[src/scpb_defs.vh]
`ifndef SCPB_DEFS_VH
`define SCPB_DEFS_VH

// ----------------------------------------------------------------------
// Register addresses
// ----------------------------------------------------------------------
`define SCPB_AW 10
`define SCPB_ADDR_PORT_CFG 10'h000
`define SCPB_ADDR_DIV2_CTRL 10'h197
`define SCPB_ADDR_DIV2_PATH 10'h198
`define SCPB_ADDR_PRESCALE 10'h1E0
`define SCPB_ADDR_CLKIN 10'h1E1
`define SCPB_ADDR_UPDATE 10'h232

// ----------------------------------------------------------------------
// Port configuration fields
// ----------------------------------------------------------------------
`define SCPB_CFG_LONG 3
`define SCPB_CFG_SOFT_RST 2
`define SCPB_CFG_LSB_FIRST 1
`define SCPB_CFG_SEP_READ 0

// ----------------------------------------------------------------------
// Reset values and writable masks
// ----------------------------------------------------------------------
`define SCPB_RST_PORT_CFG 8'h18
`define SCPB_RST_DIV2_CTRL 8'h00
`define SCPB_RST_DIV2_PATH 8'h00
`define SCPB_RST_PRESCALE 8'h02
`define SCPB_RST_CLKIN 8'h00
`define SCPB_RST_UPDATE 8'h00
`define SCPB_MASK_DIV2_PATH 8'h03
`define SCPB_MASK_PRESCALE 8'h07
`define SCPB_MASK_CLKIN 8'h1F
`define SCPB_UPDATE_BIT 0
`define SCPB_DUTY_OFF_BIT 0
`define SCPB_ZERO8 8'h00

`endif

[src/scpb_reg_bank.v]
`timescale 1ns/100ps
`include "scpb_defs.vh"

module scpb_reg_bank
#(
  parameter [7:0] DIV2_CTRL_RESET = `SCPB_RST_DIV2_CTRL
)
(
  // Clock and reset
  input wire clock,
  input wire rst,
  // Register access from the serial engine
  input wire reg_wr,
  input wire reg_rd,
  input wire [`SCPB_AW-1:0] reg_addr,
  input wire [7:0] reg_wdata,
  output reg [7:0] reg_rdata,
  output reg [7:0] reg_shift_byte,
  output reg reg_rd_valid,
  output reg [`SCPB_AW-1:0] reg_next_addr,
  // Serial engine configuration
  output wire long_instruction,
  output wire lsb_first,
  output wire separate_read_pin_select,
  output wire soft_reset_active,
  // Active control registers
  output reg [7:0] div2_ctrl_act_q,
  output reg [7:0] div2_path_act_q,
  output reg [7:0] prescaler_ratio_field,
  output reg [7:0] clkin_act_q,
  output wire duty_correction_disable,
  output reg update_pulse
);

  // --------------------------------------------------------------------
  // Address decode
  // --------------------------------------------------------------------
  // One comparator shape serves both the write decode and the readback
  // decode, so the two can never disagree on which address is which.
  function is_addr;
    input [`SCPB_AW-1:0] a;
    input [`SCPB_AW-1:0] b;
    begin
      is_addr = (a == b);
    end
  endfunction

  reg [7:0] cfg_q;
  reg [7:0] div2_ctrl_buf_q;
  reg [7:0] div2_path_buf_q;
  reg [7:0] prescale_buf_q;
  reg [7:0] clkin_buf_q;
  reg [7:0] update_q;
  reg [7:0] rd_d;
  wire [`SCPB_AW-1:0] next_addr_w;
  wire [7:0] shift_w;
  wire defaults;

  // The configuration bits act at once; only the lower nibble is used, so
  // a badly mirrored upper nibble is stored and read back but does nothing.
  assign long_instruction = cfg_q[`SCPB_CFG_LONG];
  assign lsb_first = cfg_q[`SCPB_CFG_LSB_FIRST];
  assign separate_read_pin_select = cfg_q[`SCPB_CFG_SEP_READ];
  assign soft_reset_active = cfg_q[`SCPB_CFG_SOFT_RST];
  assign duty_correction_disable = div2_path_act_q[`SCPB_DUTY_OFF_BIT];
  // Soft reset reuses the hard reset path for the buffer, update and active registers.
  assign defaults = rst | soft_reset_active;

  // --------------------------------------------------------------------
  // Port configuration
  // --------------------------------------------------------------------
  // Soft reset stays set until the host clears it; the remaining
  // bits are forced to their defaults while it is set.
  always @(posedge clock)
  begin
    if (rst)
      cfg_q <= `SCPB_RST_PORT_CFG;
    else if (reg_wr && is_addr(reg_addr, `SCPB_ADDR_PORT_CFG))
      cfg_q <= reg_wdata;
    else if (soft_reset_active)
      cfg_q <= `SCPB_RST_PORT_CFG |
               (8'h01 << `SCPB_CFG_SOFT_RST);
  end

  // --------------------------------------------------------------------
  // Buffer registers
  // --------------------------------------------------------------------
  // Reserved bits are dropped on the way in, so readback shows only the
  // fields that exist. Writes are refused while soft reset holds.
  always @(posedge clock)
  begin
    if (defaults)
    begin
      div2_ctrl_buf_q <= DIV2_CTRL_RESET;
      div2_path_buf_q <= `SCPB_RST_DIV2_PATH;
      prescale_buf_q <= `SCPB_RST_PRESCALE;
      clkin_buf_q <= `SCPB_RST_CLKIN;
    end
    else if (reg_wr)
    begin
      if (is_addr(reg_addr, `SCPB_ADDR_DIV2_CTRL))
        div2_ctrl_buf_q <= reg_wdata;
      else if (is_addr(reg_addr, `SCPB_ADDR_DIV2_PATH))
        div2_path_buf_q <= reg_wdata & `SCPB_MASK_DIV2_PATH;
      else if (is_addr(reg_addr, `SCPB_ADDR_PRESCALE))
        prescale_buf_q <= reg_wdata & `SCPB_MASK_PRESCALE;
      else if (is_addr(reg_addr, `SCPB_ADDR_CLKIN))
        clkin_buf_q <= reg_wdata & `SCPB_MASK_CLKIN;
    end
  end

  // --------------------------------------------------------------------
  // Update strobe
  // --------------------------------------------------------------------
  // The stored one lasts a single cycle, then clears itself.
  // A second write of one in the next cycle holds the pulse high for one more cycle.
  always @(posedge clock)
  begin
    if (defaults)
      update_q <= `SCPB_RST_UPDATE;
    else if (reg_wr && is_addr(reg_addr, `SCPB_ADDR_UPDATE))
      update_q <= reg_wdata & (8'h01 << `SCPB_UPDATE_BIT);
    else
      update_q <= `SCPB_RST_UPDATE;
  end

  always @*
  begin
    update_pulse = update_q[`SCPB_UPDATE_BIT];
  end

  // --------------------------------------------------------------------
  // Active registers
  // --------------------------------------------------------------------
  // The active copies drive the hardware and move only on the update
  // pulse or a hard or soft reset, all on the same edge, so a half-written setup never shows.
  always @(posedge clock)
  begin
    if (defaults)
    begin
      div2_ctrl_act_q <= DIV2_CTRL_RESET;
      div2_path_act_q <= `SCPB_RST_DIV2_PATH;
      prescaler_ratio_field <= `SCPB_RST_PRESCALE;
      clkin_act_q <= `SCPB_RST_CLKIN;
    end
    else if (update_pulse)
    begin
      div2_ctrl_act_q <= div2_ctrl_buf_q;
      div2_path_act_q <= div2_path_buf_q;
      prescaler_ratio_field <= prescale_buf_q;
      clkin_act_q <= clkin_buf_q;
    end
  end

  // --------------------------------------------------------------------
  // Readback and transfer order
  // --------------------------------------------------------------------
  // Readback always shows the buffer side, not the active copies, so a
  // host can check a setup before it commits it with the update strobe.
  // Unmapped addresses read as zero.
  always @*
  begin
    if (is_addr(reg_addr, `SCPB_ADDR_PORT_CFG))
      rd_d = cfg_q;
    else if (is_addr(reg_addr, `SCPB_ADDR_DIV2_CTRL))
      rd_d = div2_ctrl_buf_q;
    else if (is_addr(reg_addr, `SCPB_ADDR_DIV2_PATH))
      rd_d = div2_path_buf_q;
    else if (is_addr(reg_addr, `SCPB_ADDR_PRESCALE))
      rd_d = prescale_buf_q;
    else if (is_addr(reg_addr, `SCPB_ADDR_CLKIN))
      rd_d = clkin_buf_q;
    else if (is_addr(reg_addr, `SCPB_ADDR_UPDATE))
      rd_d = update_q;
    else
      rd_d = `SCPB_ZERO8;
  end

  scpb_xfer_order u_order
  (
    .cur_addr(reg_addr),
    .data_in(rd_d),
    .lsb_first(lsb_first),
    .next_addr(next_addr_w),
    .shift_byte(shift_w)
  );

  // The next address is latched on every access so the serial engine can
  // step through a multibyte transfer in either direction; it wraps at
  // the ends of the address space.
  always @(posedge clock)
  begin
    if (rst)
    begin
      reg_rdata <= `SCPB_ZERO8;
      reg_shift_byte <= `SCPB_ZERO8;
      reg_rd_valid <= 1'b0;
      reg_next_addr <= {`SCPB_AW{1'b0}};
    end
    else
    begin
      reg_rd_valid <= reg_rd;
      if (reg_rd)
      begin
        reg_rdata <= rd_d;
        reg_shift_byte <= shift_w;
      end
      if (reg_rd || reg_wr)
        reg_next_addr <= next_addr_w;
    end
  end

endmodule

[src/scpb_xfer_order.v]
`timescale 1ns/100ps
`include "scpb_defs.vh"

module scpb_xfer_order
(
  // Transfer position
  input wire [`SCPB_AW-1:0] cur_addr,
  input wire [7:0] data_in,
  input wire lsb_first,
  // Serial-order results
  output wire [`SCPB_AW-1:0] next_addr,
  output wire [7:0] shift_byte
);

  genvar i;

  assign next_addr = lsb_first ? cur_addr + 1'b1 : cur_addr - 1'b1;

  // Bit 7 leaves first when MSB first; reversed so bit 0 leaves first.
  generate
    for (i = 0; i < 8; i = i + 1)
    begin : g_rev
      assign shift_byte[i] = lsb_first ? data_in[7-i] : data_in[i];
    end
  endgenerate

endmodule

[config.mk]
export PLATFORM = sky130hd
export DESIGN_NAME = scpb_reg_bank
export DESIGN_NICKNAME = d
export VERILOG_FILES = /design/src/scpb_reg_bank.v /design/src/scpb_xfer_order.v
export VERILOG_INCLUDE_DIRS = /design/src
export SDC_FILE = /design/constraint.sdc
export NUM_CORES = 1
export LEC_CHECK = 0
export BUFFER_PORTS_ARGS = -buffer_cell sky130_fd_sc_hd__buf_2
export CAP_MARGIN = 10
export CORE_MARGIN = 2
export CORE_UTILIZATION = 30
export CTS_BUF_LIST = sky130_fd_sc_hd__clkbuf_8
export DETAILED_ROUTE_END_ITERATION = 12
export PLACE_DENSITY_LB_ADDON = 0.3
export SLEW_MARGIN = 10
export SYNTH_ARGS = -nofsm -noshare
export SYNTH_HDL_FRONTEND = slang
export SYNTH_HIERARCHICAL = 1
export SYNTH_SLANG_ARGS = --single-unit
[constraint.sdc]
create_clock -name clock -period 5.95 [get_ports clock]
set_clock_uncertainty 0.1 [all_clocks]
set_input_delay 1.19 -clock clock [delete_from_list [all_inputs] [get_ports clock]]
set_output_delay 1.19 -clock clock [all_outputs]
set_load 0.02 [all_outputs]
==> flow_metrics.env, run 1 <==
export IMPL_crit_path_end_kind="flop"
export IMPL_cts_resized=0
export IMPL_cts_buffer_depth=2
export IMPL_fill_cells=1197
export IMPL_ys_ff_latch=72
export IMPL_grt_setup_unrepaired="no"
export IMPL_synth_top_family_by_area="simple AND/OR/NAND/NOR gates"
export IMPL_synth_top_cells_by_area="dfxtp_1 41%, mux2i_1 10%, nor2_1 6.2%, nand2_1 4.0%, buf_4 3.6%"
export IMPL_r2r_setup_slack_ns=3.06
export IMPL_synth_simple_area_share=0.214
export IMPL_rows=39
export IMPL_gr_usage_met3=0.0373
export IMPL_htreeDepth=3
export IMPL_finalMaxSlewViolations=0
export IMPL_maxSlewHeadroom=0.208
export IMPL_leakage_uw=0.00176
export IMPL_post_route_period_util=0.605
export IMPL_drt_total_wl_um=8770
export IMPL_syn_avg_cell_area_um2=9.08
export IMPL_synth_xor_area_share=0.0223
export IMPL_final_hold_violation_count=0
export IMPL_gp_congestion=0.738
export IMPL_synth_top_cell_area_share=0.408
export IMPL_via_count=2888
export IMPL_ys_flop_type="dfxtp_1"
export IMPL_cts_sinks=72
export IMPL_nNetsFinal=481
export IMPL_cp_max_fo=18
export IMPL_max_freq_ghz=0.278
export IMPL_synth_compound_area_frac=0.120
export IMPL_dieArea_um2=12700
export IMPL_cp_data_required_time_ns=6.05
export IMPL_vdd_drop_max_mv=0.133
export IMPL_die_w_um=113
export IMPL_setup_viol=0
export IMPL_syn_cell_area_um2=3530
export IMPL_cts_root_buf="clkbuf_8"
export IMPL_gr_usage_met2=0.216
export IMPL_port_buffers=72
export IMPL_tightestPinTransition_ns=1.18
export IMPL_critPathKind="in2reg"
export IMPL_setup_tns_final_ns=0
export IMPL_avgViaCountPerCell=4.84
export IMPL_cp_start_kind="primary input"
export IMPL_io_pins=87
export IMPL_grt_antenna_before_repair=0
export IMPL_synth_mux_area_frac=0.130
export IMPL_synthArstFlopShare=0
export IMPL_cts_made_buffers=9
export IMPL_wire_per_inst_um=14.7
export IMPL_status="finished clean"
export IMPL_grt_pass1_wl_um=14300
export IMPL_post_cts_setup_buffers=0
export IMPL_drive_gt1_frac=0.251
export IMPL_powerDensity_nw_per_um2=249
export IMPL_seq_area_frac_synth=0.408
export IMPL_fin_hold_ws_ns=0.350
export IMPL_postCtsHoldBufs=0
export IMPL_dp_hpwl_um=6460
export IMPL_synth_top_area_cell="dfxtp_1"
export IMPL_die_height_um=113
export IMPL_postRouteAntennaNets=0
export IMPL_drv_cap=0
export IMPL_place_ws_ns=2.01
export IMPL_grt_ovfl_total=0
export IMPL_grt_max_degree=38
export IMPL_first_global_vias=2783
export IMPL_cp_arrival_ns=3.70
export IMPL_first_iter_violations=143
export IMPL_grt_total_usage=0.140
export IMPL_initial_core_util=0.308
export IMPL_fin_ws_ns=2.35
export IMPL_clk_latency_ns=0.34
export IMPL_clk_pin_slew_worst_paths_ns=0.07
export IMPL_core_region_area_um2=11500
export IMPL_met1_usage=0.191
export IMPL_drcViolationCount=0
export IMPL_mostFrequentLayoutCells="72 x dfxtp_1, 72 x buf_2, 58 x nor2_1"
export IMPL_power_total_uw=1030
export IMPL_n_antenna_cell=0
export IMPL_cts_tree="built"
export IMPL_drt_pass1_iterations=6
export IMPL_final_util=0.361
export IMPL_syn_inst=389
export IMPL_syn2layout_area_growth_pct=17.1
export IMPL_hp_class="reg2reg"
export IMPL_final_min_clock_period_ns=3.60
export IMPL_synthesis_yosys_warnings=6
export IMPL_synthDistinctLibCells=55
export IMPL_synthAdderAreaFrac=0.0340
export IMPL_synth_edf_count=0
export IMPL_grt_busiest_layer="met2"
where the power goes:
| part | switching [uW] | leakage [uW] | internal (uW) | total (uW) |
|---|---|---|---|---|
| Clock | 184 | 0.000108 | 245 | 429 |
| Combinational | 70.9 | 0.00107 | 35.0 | 106 |
| Sequential | 4.15 | 0.000584 | 490 | 495 |
| Total | 259 | 0.00176 | 771 | 1030 |
synthesized netlist by cell type, drive strengths merged (2+ instances only):
cell type   n
nand4b      2
nor4        5
nor3        5
dfxtp      72
nand3b      5
a21oi      27
nor2       58
clkbuf     12
inv        10
or4bb       2
o21bai      2
mux2i      37
or2         3
ha          8
mux2        8
buf        24
a211oi      5
nand3      19
o2111ai     2
and3b       2
nand2      40
nor2b       2
a222oi      2
a221o       3
or4         2
xnor2       8
o21a        3
a22o        4
a21o        4
per-stage QoR:
stage,cell area (um2),std cells
finish,4140,597
floorplan,3580,402
global placement,3920,582
CTS,4140,597
global route,4140,597
detailed placement,3920,582
final cells by class:
type | instances | area, um2 | share of cell area
clock buffers | 10 | 138 | 0.0333
multi-input cells | 284 | 1890 | 0.457
well taps | 143 | 179 | 0.0433
repair buffers | 73 | 368 | 0.0889
clock inverters | 5 | 81.3 | 0.0197
flip-flops and latches | 72 | 1440 | 0.348
inverters | 10 | 37.5 | 0.00907
registers in the layout, summed over array words and instances (netlist names):
register	flops
div2_path_act_q	2
div2_path_buf_q	2
reg_shift_byte	8
div2_ctrl_act_q	8
clkin_act_q	5
update_q	1
prescaler_ratio_field	3
reg_rdata	8
cfg_q	8
reg_rd_valid	1
clkin_buf_q	5
prescale_buf_q	3
reg_next_addr	10
div2_ctrl_buf_q	8
layer usage:
metal / vias to the layer above / share of wire
met1: 1348 / 0.50
met2: 77 / 0.43
met4: 0 / 0.018
li1: 1448 / -
met3: 15 / 0.050
met5: - / 0
logic make-up after synthesis:
kind of cell,count (synthesis)
fa+ha+maj,9
buf+inv,46
xor+xnor,9
other cells,1
flops,72
compound gates,58
simple gates,149
mux,45
worst paths after layout:
path	endpoint	startpoint	cells after the start
worst max-delay path	reg_shift_byte[7]$_SDFFE_PP0P_	reg_addr[0]	9
worst min register to register	reg_next_addr[6]$_SDFFE_PP0P_	reg_next_addr[6]$_SDFFE_PP0P_	2
worst max register to register	reg_next_addr[8]$_SDFFE_PP0P_	cfg_q[1]$_SDFFE_PP0P_	9
worst min-delay path	reg_next_addr[6]$_SDFFE_PP0P_	reg_next_addr[6]$_SDFFE_PP0P_	2
critical path, stage by stage:
cell and delay, ns:
buf_2 0.17, or4_4 0.57, nor4_4 0.85, a221o_1 0.21, a21o_1 0.14, nand2_1 0.08, mux2_2 0.28, mux2i_1 0.14
nor2_1 0.06
Note: power is estimated with default switching activity, not from simulation.
==> inputs of run 2 (changes only) <==
--- a/config.mk
+++ b/config.mk
@@ -6,6 +6,7 @@
 export SDC_FILE = /design/constraint.sdc
 export NUM_CORES = 1
 export LEC_CHECK = 0
+export ABC_AREA = 1
 export BUFFER_PORTS_ARGS = -buffer_cell sky130_fd_sc_hd__buf_2
 export CAP_MARGIN = 10
 export CORE_MARGIN = 2
==> constraint.sdc (replaced) <==
create_clock -name clock -period 3.6 [get_ports clock]
set_clock_uncertainty 0.1 [all_clocks]
set_input_delay 0.72 -clock clock [delete_from_list [all_inputs] [get_ports clock]]
set_output_delay 0.72 -clock clock [all_outputs]
set_load 0.02 [all_outputs]
==> flow_metrics.env, run 2 <==
export IMPL_status="finished clean"
export IMPL_mostFrequentLayoutCells="118 x nand2_1, 78 x nor2_1, 72 x dfxtp_1, 72 x buf_2, 55 x inv_1"
export IMPL_slowest_delay_ns=0.61
export IMPL_gp_congestion=0.811
export IMPL_synthDistinctLibCells=34
export IMPL_first_iter_violations=207
export IMPL_crit_path_end_kind="flop"
export IMPL_p_clk_frac=0.454
export IMPL_grt_busiest_layer="met2"
export IMPL_core_region_area_um2=11900
export IMPL_cts_sinks=72
export IMPL_postRouteAntennaNets=0
export IMPL_met1_usage=0.199
export IMPL_cp_slowest_cell="dfxtp_1"
export IMPL_syn_avg_cell_area_um2=6.96
export IMPL_io_pins=87
export IMPL_dieArea_um2=13000
export IMPL_max_freq_ghz=0.386
export IMPL_die_height_um=114
export IMPL_grt_pass1_wl_um=14800
export IMPL_ys_ff_latch=72
export IMPL_netSwitchingFraction=0.247
export IMPL_multiInputGateArea_um2=1840
export IMPL_gr_usage_met2=0.214
export IMPL_cp_data_required_time_ns=3.76
export IMPL_tightestPinTransition_ns=0.550
export IMPL_path_common_cell="nand2_1"
export IMPL_postCtsHoldBufs=0
export IMPL_intPower_uw=1400
export IMPL_syn_cell_area_um2=3640
export IMPL_synth_common_cells="118 x nand2_1, 78 x nor2_1, 72 x dfxtp_1"
export IMPL_seqPwrFrac=0.442
export IMPL_drt_total_wl_um=9170
export IMPL_maxSlewHeadroom=0.633
export IMPL_grt_setup_unrepaired="no"
export IMPL_setup_tns_final_ns=0
export IMPL_synth_top_area_cell="dfxtp_1"
export IMPL_dp_hpwl_um=7230
export IMPL_regMostFlops="reg_next_addr"
export IMPL_final_min_clock_period_ns=2.59
export IMPL_clk_pin_slew_worst_paths_ns=0.08
export IMPL_cp_max_fo=16
export IMPL_synthArstFlopShare=0
export IMPL_path_cells="clkinv_1, ha_1, nand2_1, o21ai_2, nand2_1, nand3_1, nand2_1, o21ai_0, nor2_1"
export IMPL_syn2layout_area_growth_pct=19.1
export IMPL_largest_reg_flops=10
export IMPL_synth_top_cells_by_area="dfxtp_1 40%, nand2_1 12%, nor2_1 8.0%, o21ai_0 6.6%, inv_1 5.7%"
export IMPL_grt_ovfl_total=0
export IMPL_drv_cap=0
export IMPL_die_w_um=114
export IMPL_hp_class="reg2reg"
export IMPL_rows=40
export IMPL_combinationalPowerShare=0.104
export IMPL_critPathKind="reg2reg"
export IMPL_cts_root_buf="clkbuf_8"
export IMPL_n_antenna_cell=0
export IMPL_nNetsFinal=622
export IMPL_powerDensity_nw_per_um2=429
export IMPL_clk_latency_ns=0.36
export IMPL_htreeDepth=3
export IMPL_grt_antenna_before_repair=0
export IMPL_power_switching_uw=460
export IMPL_vdd_drop_max_mv=0.276
export IMPL_cp_start_kind="flop"
export IMPL_initial_core_util=0.306
export IMPL_post_route_period_util=0.720
export IMPL_port_buffers=72
export IMPL_via_count=3375
export IMPL_final_hold_violation_count=0
export IMPL_finalMaxSlewViolations=0
export IMPL_gr_usage_met3=0.0397
export IMPL_ys_flop_type="dfxtp_1"
export IMPL_grt_total_usage=0.143
export IMPL_synth_top_cell_area_share=0.396
export IMPL_avgViaCountPerCell=4.54
export IMPL_synth_edf_count=0
export IMPL_syn_inst=523
export IMPL_leakage_uw=0.00205
export IMPL_synth_most_common_cell="nand2_1"
export IMPL_grt_max_degree=26
export IMPL_seq_area_frac_synth=0.396
export IMPL_wire_per_inst_um=12.3
export IMPL_synthesis_yosys_warnings=6
export IMPL_cts_resized=0
export IMPL_drt_pass1_iterations=4
export IMPL_drive_gt1_frac=0.191
export IMPL_cp_arrival_ns=2.75
export IMPL_final_common_cell="nand2_1"
export IMPL_cts_made_buffers=9
export IMPL_first_global_vias=3009
export IMPL_cts_buffer_depth=2
export IMPL_fill_cells=1261
export IMPL_cts_tree="built"
export IMPL_post_cts_setup_buffers=0
export IMPL_register_area_um2=1440
export IMPL_power_total_uw=1860
export IMPL_drcViolationCount=0
export IMPL_setup_viol=0
## run 2: layer usage
| layer | share of wire | up-vias |
|---|---|---|
| li1 | - | 1780 |
| met1 | 0.51 | 1494 |
| met2 | 0.43 | 89 |
| met3 | 0.049 | 12 |
| met4 | 0.014 | 0 |
| met5 | 0 | - |
## run 2: kinds of logic (layout without fill, tap and decap cells)
| family | Yosys count | in the layout | synth area share |
|---|---|---|---|
| buffers and inverters | 92 | 152 | 0.113 |
| AND/OR/NAND/NOR | 243 | 243 | 0.292 |
| flip-flops | 72 | 72 | 0.396 |
| adder cells (fa/ha/maj) | 9 | 9 | 0.0330 |
| AO/OA/AOI/OAI | 101 | 101 | 0.153 |
| XOR/XNOR | 5 | 5 | 0.0120 |
| other | 1 | 14 | 0.00103 |
## run 2: layout make-up
cell class / instances / share of cell area
multi-input combinational: 372 / 0.423
inverter: 62 / 0.0537
timing repair buffer: 74 / 0.0866
clock buffer: 9 / 0.0286
clock inverter: 7 / 0.0332
tap: 147 / 0.0424
sequential: 72 / 0.332
## run 2: power groups by stage
stage	logic (uW)	clock network [uW]	registers, uW
after global routing	217	900	825
after floorplan	120	0	863
final	193	846	823
after CTS	194	872	823
after detailed placement	194	0	842
after global placement	192	0	841
## run 2: final timing paths
check / slack (ns) / end / startpoint / cells after the start
max: 1.01 / reg_next_addr[6]$_SDFFE_PP0P_ / cfg_q[1]$_SDFFE_PP0P_ / 9
min: 0.36 / div2_path_act_q[1]$_SDFFE_PP0P_ / div2_path_act_q[1]$_SDFFE_PP0P_ / 2
max reg2reg: 1.01 / reg_next_addr[6]$_SDFFE_PP0P_ / cfg_q[1]$_SDFFE_PP0P_ / 9
min reg2reg: 0.36 / div2_path_act_q[1]$_SDFFE_PP0P_ / div2_path_act_q[1]$_SDFFE_PP0P_ / 2
## run 2: per-stage QoR
stage | instances | hold slack, ns | setup WS [ns] | cell area (um2) | util
final | 743 | 0.365 | 1.01 | 4340 | 0.364
after floorplan | 536 | 0.339 | 1.28 | 3690 | -
after global placement | 727 | 0.348 | 1.12 | 4070 | 0.342
after detailed placement | 727 | 0.351 | 1.00 | 4070 | 0.342
after global routing | 743 | 0.380 | 0.750 | 4340 | 0.364
after CTS | 743 | 0.366 | 1.00 | 4340 | 0.364
## run 2: critical path, delay by kind of cell, from the launching register on
| kind | cells | cell delay (ns) |
|---|---|---|
| flip-flops | 1 | 0.61 |
| buffers and inverters | 1 | 0.50 |
| AO/OA/AOI/OAI | 2 | 0.37 |
| AND/OR/NAND/NOR | 5 | 0.38 |
| adder cells (fa/ha/maj) | 1 | 0.54 |
==> inputs of run 3 (changes only) <==
==> constraint.sdc (replaced) <==
create_clock -name clock -period 2.4 [get_ports clock]
set_clock_uncertainty 0.1 [all_clocks]
set_input_delay 0.48 -clock clock [delete_from_list [all_inputs] [get_ports clock]]
set_output_delay 0.48 -clock clock [all_outputs]
set_load 0.02 [all_outputs]
==> flow_metrics.env, run 3 (same netlist as run 2, synthesis figures left out) <==
export IMPL_final_min_clock_period_ns=2.03
export IMPL_fin_hold_ws_ns=0.295
export IMPL_combinationalPowerShare=0.108
export IMPL_netSwitchingFraction=0.251
export IMPL_final_util=0.366
export IMPL_grt_setup_unrepaired="no"
export IMPL_cts_resized=0
export IMPL_grt_antenna_before_repair=0
export IMPL_intPower_uw=2050
export IMPL_first_global_vias=3166
export IMPL_setup_viol=0
export IMPL_critPathKind="reg2reg"
export IMPL_first_iter_violations=138
export IMPL_cts_root_buf="clkbuf_8"
export IMPL_cp_max_fo=9
export IMPL_nNetsFinal=627
export IMPL_grt_ovfl_total=0
export IMPL_clk_latency_ns=0.35
export IMPL_io_pins=87
export IMPL_rows=40
export IMPL_port_buffers=72
export IMPL_htreeDepth=3
export IMPL_avgViaCountPerCell=4.57
export IMPL_largest_reg_flops=10
export IMPL_cp_start_kind="flop"
export IMPL_powerDensity_nw_per_um2=629
export IMPL_power_switching_uw=689
export IMPL_regMostFlops="reg_next_addr"
export IMPL_leakage_uw=0.00208
export IMPL_cp_data_required_time_ns=2.55
export IMPL_mostFrequentLayoutCells="118 x nand2_1, 78 x nor2_1, 72 x dfxtp_1, 72 x buf_2, 55 x inv_1"
export IMPL_dieArea_um2=13000
export IMPL_wire_per_inst_um=12.9
export IMPL_dp_hpwl_um=7520
export IMPL_drcViolationCount=0
export IMPL_setup_tns_final_ns=0
export IMPL_crit_path_end_kind="flop"
export IMPL_tightestPinTransition_ns=0.539
export IMPL_p_clk_frac=0.442
export IMPL_syn2layout_area_growth_pct=19.8
export IMPL_initial_core_util=0.306
export IMPL_final_common_cell="nand2_1"
export IMPL_n_antenna_cell=0
export IMPL_hp_class="in2reg"
export IMPL_post_route_period_util=0.845
export IMPL_core_region_area_um2=11900
export IMPL_vdd_drop_max_mv=0.431
export IMPL_seqPwrFrac=0.450
export IMPL_drt_total_wl_um=9620
export IMPL_postCtsHoldBufs=0
export IMPL_grt_pass1_wl_um=15800
export IMPL_die_height_um=114
export IMPL_gp_congestion=0.853
export IMPL_die_w_um=114
export IMPL_maxSlewHeadroom=0.640
export IMPL_drive_gt1_frac=0.198
export IMPL_cp_arrival_ns=2.18
export IMPL_post_cts_setup_buffers=0
export IMPL_grt_total_usage=0.152
export IMPL_grt_max_degree=24
export IMPL_drt_pass1_iterations=4
export IMPL_via_count=3419
export IMPL_fill_cells=1298
export IMPL_cts_made_buffers=9
export IMPL_cts_sinks=72
export IMPL_drv_cap=0
export IMPL_postRouteAntennaNets=0
export IMPL_max_freq_ghz=0.493
export IMPL_cts_buffer_depth=2
export IMPL_final_hold_violation_count=0
export IMPL_status="finished clean"
export IMPL_cts_tree="built"
export IMPL_finalMaxSlewViolations=0
export IMPL_clk_pin_slew_worst_paths_ns=0.08
[run 3: cell types whose count changed in the layout (fill, tap and decap cells not counted)]
cell | previous run | this run
buf_4 | 2 | 7
clkbuf_8 | 9 | 11
bufinv_16 | 4 | 3
clkinv_2 | 0 | 1
clkinv_4 | 1 | 0
clkinvlp_4 | 2 | 1
[run 3: area by class of cell]
type	count	area, um2	share of cell area
Multi-Input combinational cell	372	1840	0.421
Sequential cell	72	1440	0.331
Timing Repair Buffer	79	413	0.0947
Inverter	62	233	0.0534
Tap cell	147	184	0.0422
Clock buffer	11	151	0.0347
Clock inverter	5	103	0.0235
[run 3: worst paths after layout]
kind	end	cells past startpoint	slack, ns	start
max	reg_next_addr[8]$_SDFFE_PP0P_	9	0.37	cfg_q[1]$_SDFFE_PP0P_
min	cfg_q[3]$_SDFFE_PP1P_	3	0.30	reg_wdata[3]
max reg2reg	reg_next_addr[8]$_SDFFE_PP0P_	9	0.37	cfg_q[1]$_SDFFE_PP0P_
min reg2reg	div2_ctrl_act_q[0]$_SDFFE_PP0P_	2	0.36	div2_ctrl_act_q[0]$_SDFFE_PP0P_
[run 3: critical path: stages, from the launching register on]
cell and delay [ns]:
dfxtp_1 0.34, clkinv_1 0.23, ha_1 0.46, nand2_1 0.10, o21ai_2 0.18, nand2_1 0.11, nand3_1 0.10, nand2_1 0.06
o21ai_0 0.19, nor2_1 0.06
[run 3: power by group through the flow]
| stage | clock [uW] | sequential, uW | combinational [uW] |
|---|---|---|---|
| floorplan | 0 | 1300 | 180 |
| global placement | 0 | 1260 | 296 |
| detailed placement | 0 | 1260 | 297 |
| CTS | 1250 | 1230 | 298 |
| global route | 1300 | 1240 | 330 |
| finish | 1210 | 1230 | 297 |
[run 3: metrics by stage]
step           cell area, um2  std cells  setup WS, ns  power [uW]
6_report                 4360        748         0.372        2740
5_1_grt                  4360        748         0.187        2860
4_1_cts                  4360        748         0.370        2780
3_5_place_dp             4110        732         0.186        1560
3_3_place_gp             4110        732         0.260        1560
2_1_floorplan            3690        536        0.0803        1470
[run 3: per-layer routing]
| metal | share of wire | routed length (um) | global-route usage | vias up |
|---|---|---|---|---|
| met5 | 0 | 0 | 0 | - |
| met4 | 0.011 | 102 | 0.0317 | 0 |
| met3 | 0.046 | 439 | 0.0418 | 12 |
| met2 | 0.44 | 4230 | 0.242 | 79 |
| met1 | 0.50 | 4850 | 0.207 | 1534 |
| li1 | - | - | - | 1794 |
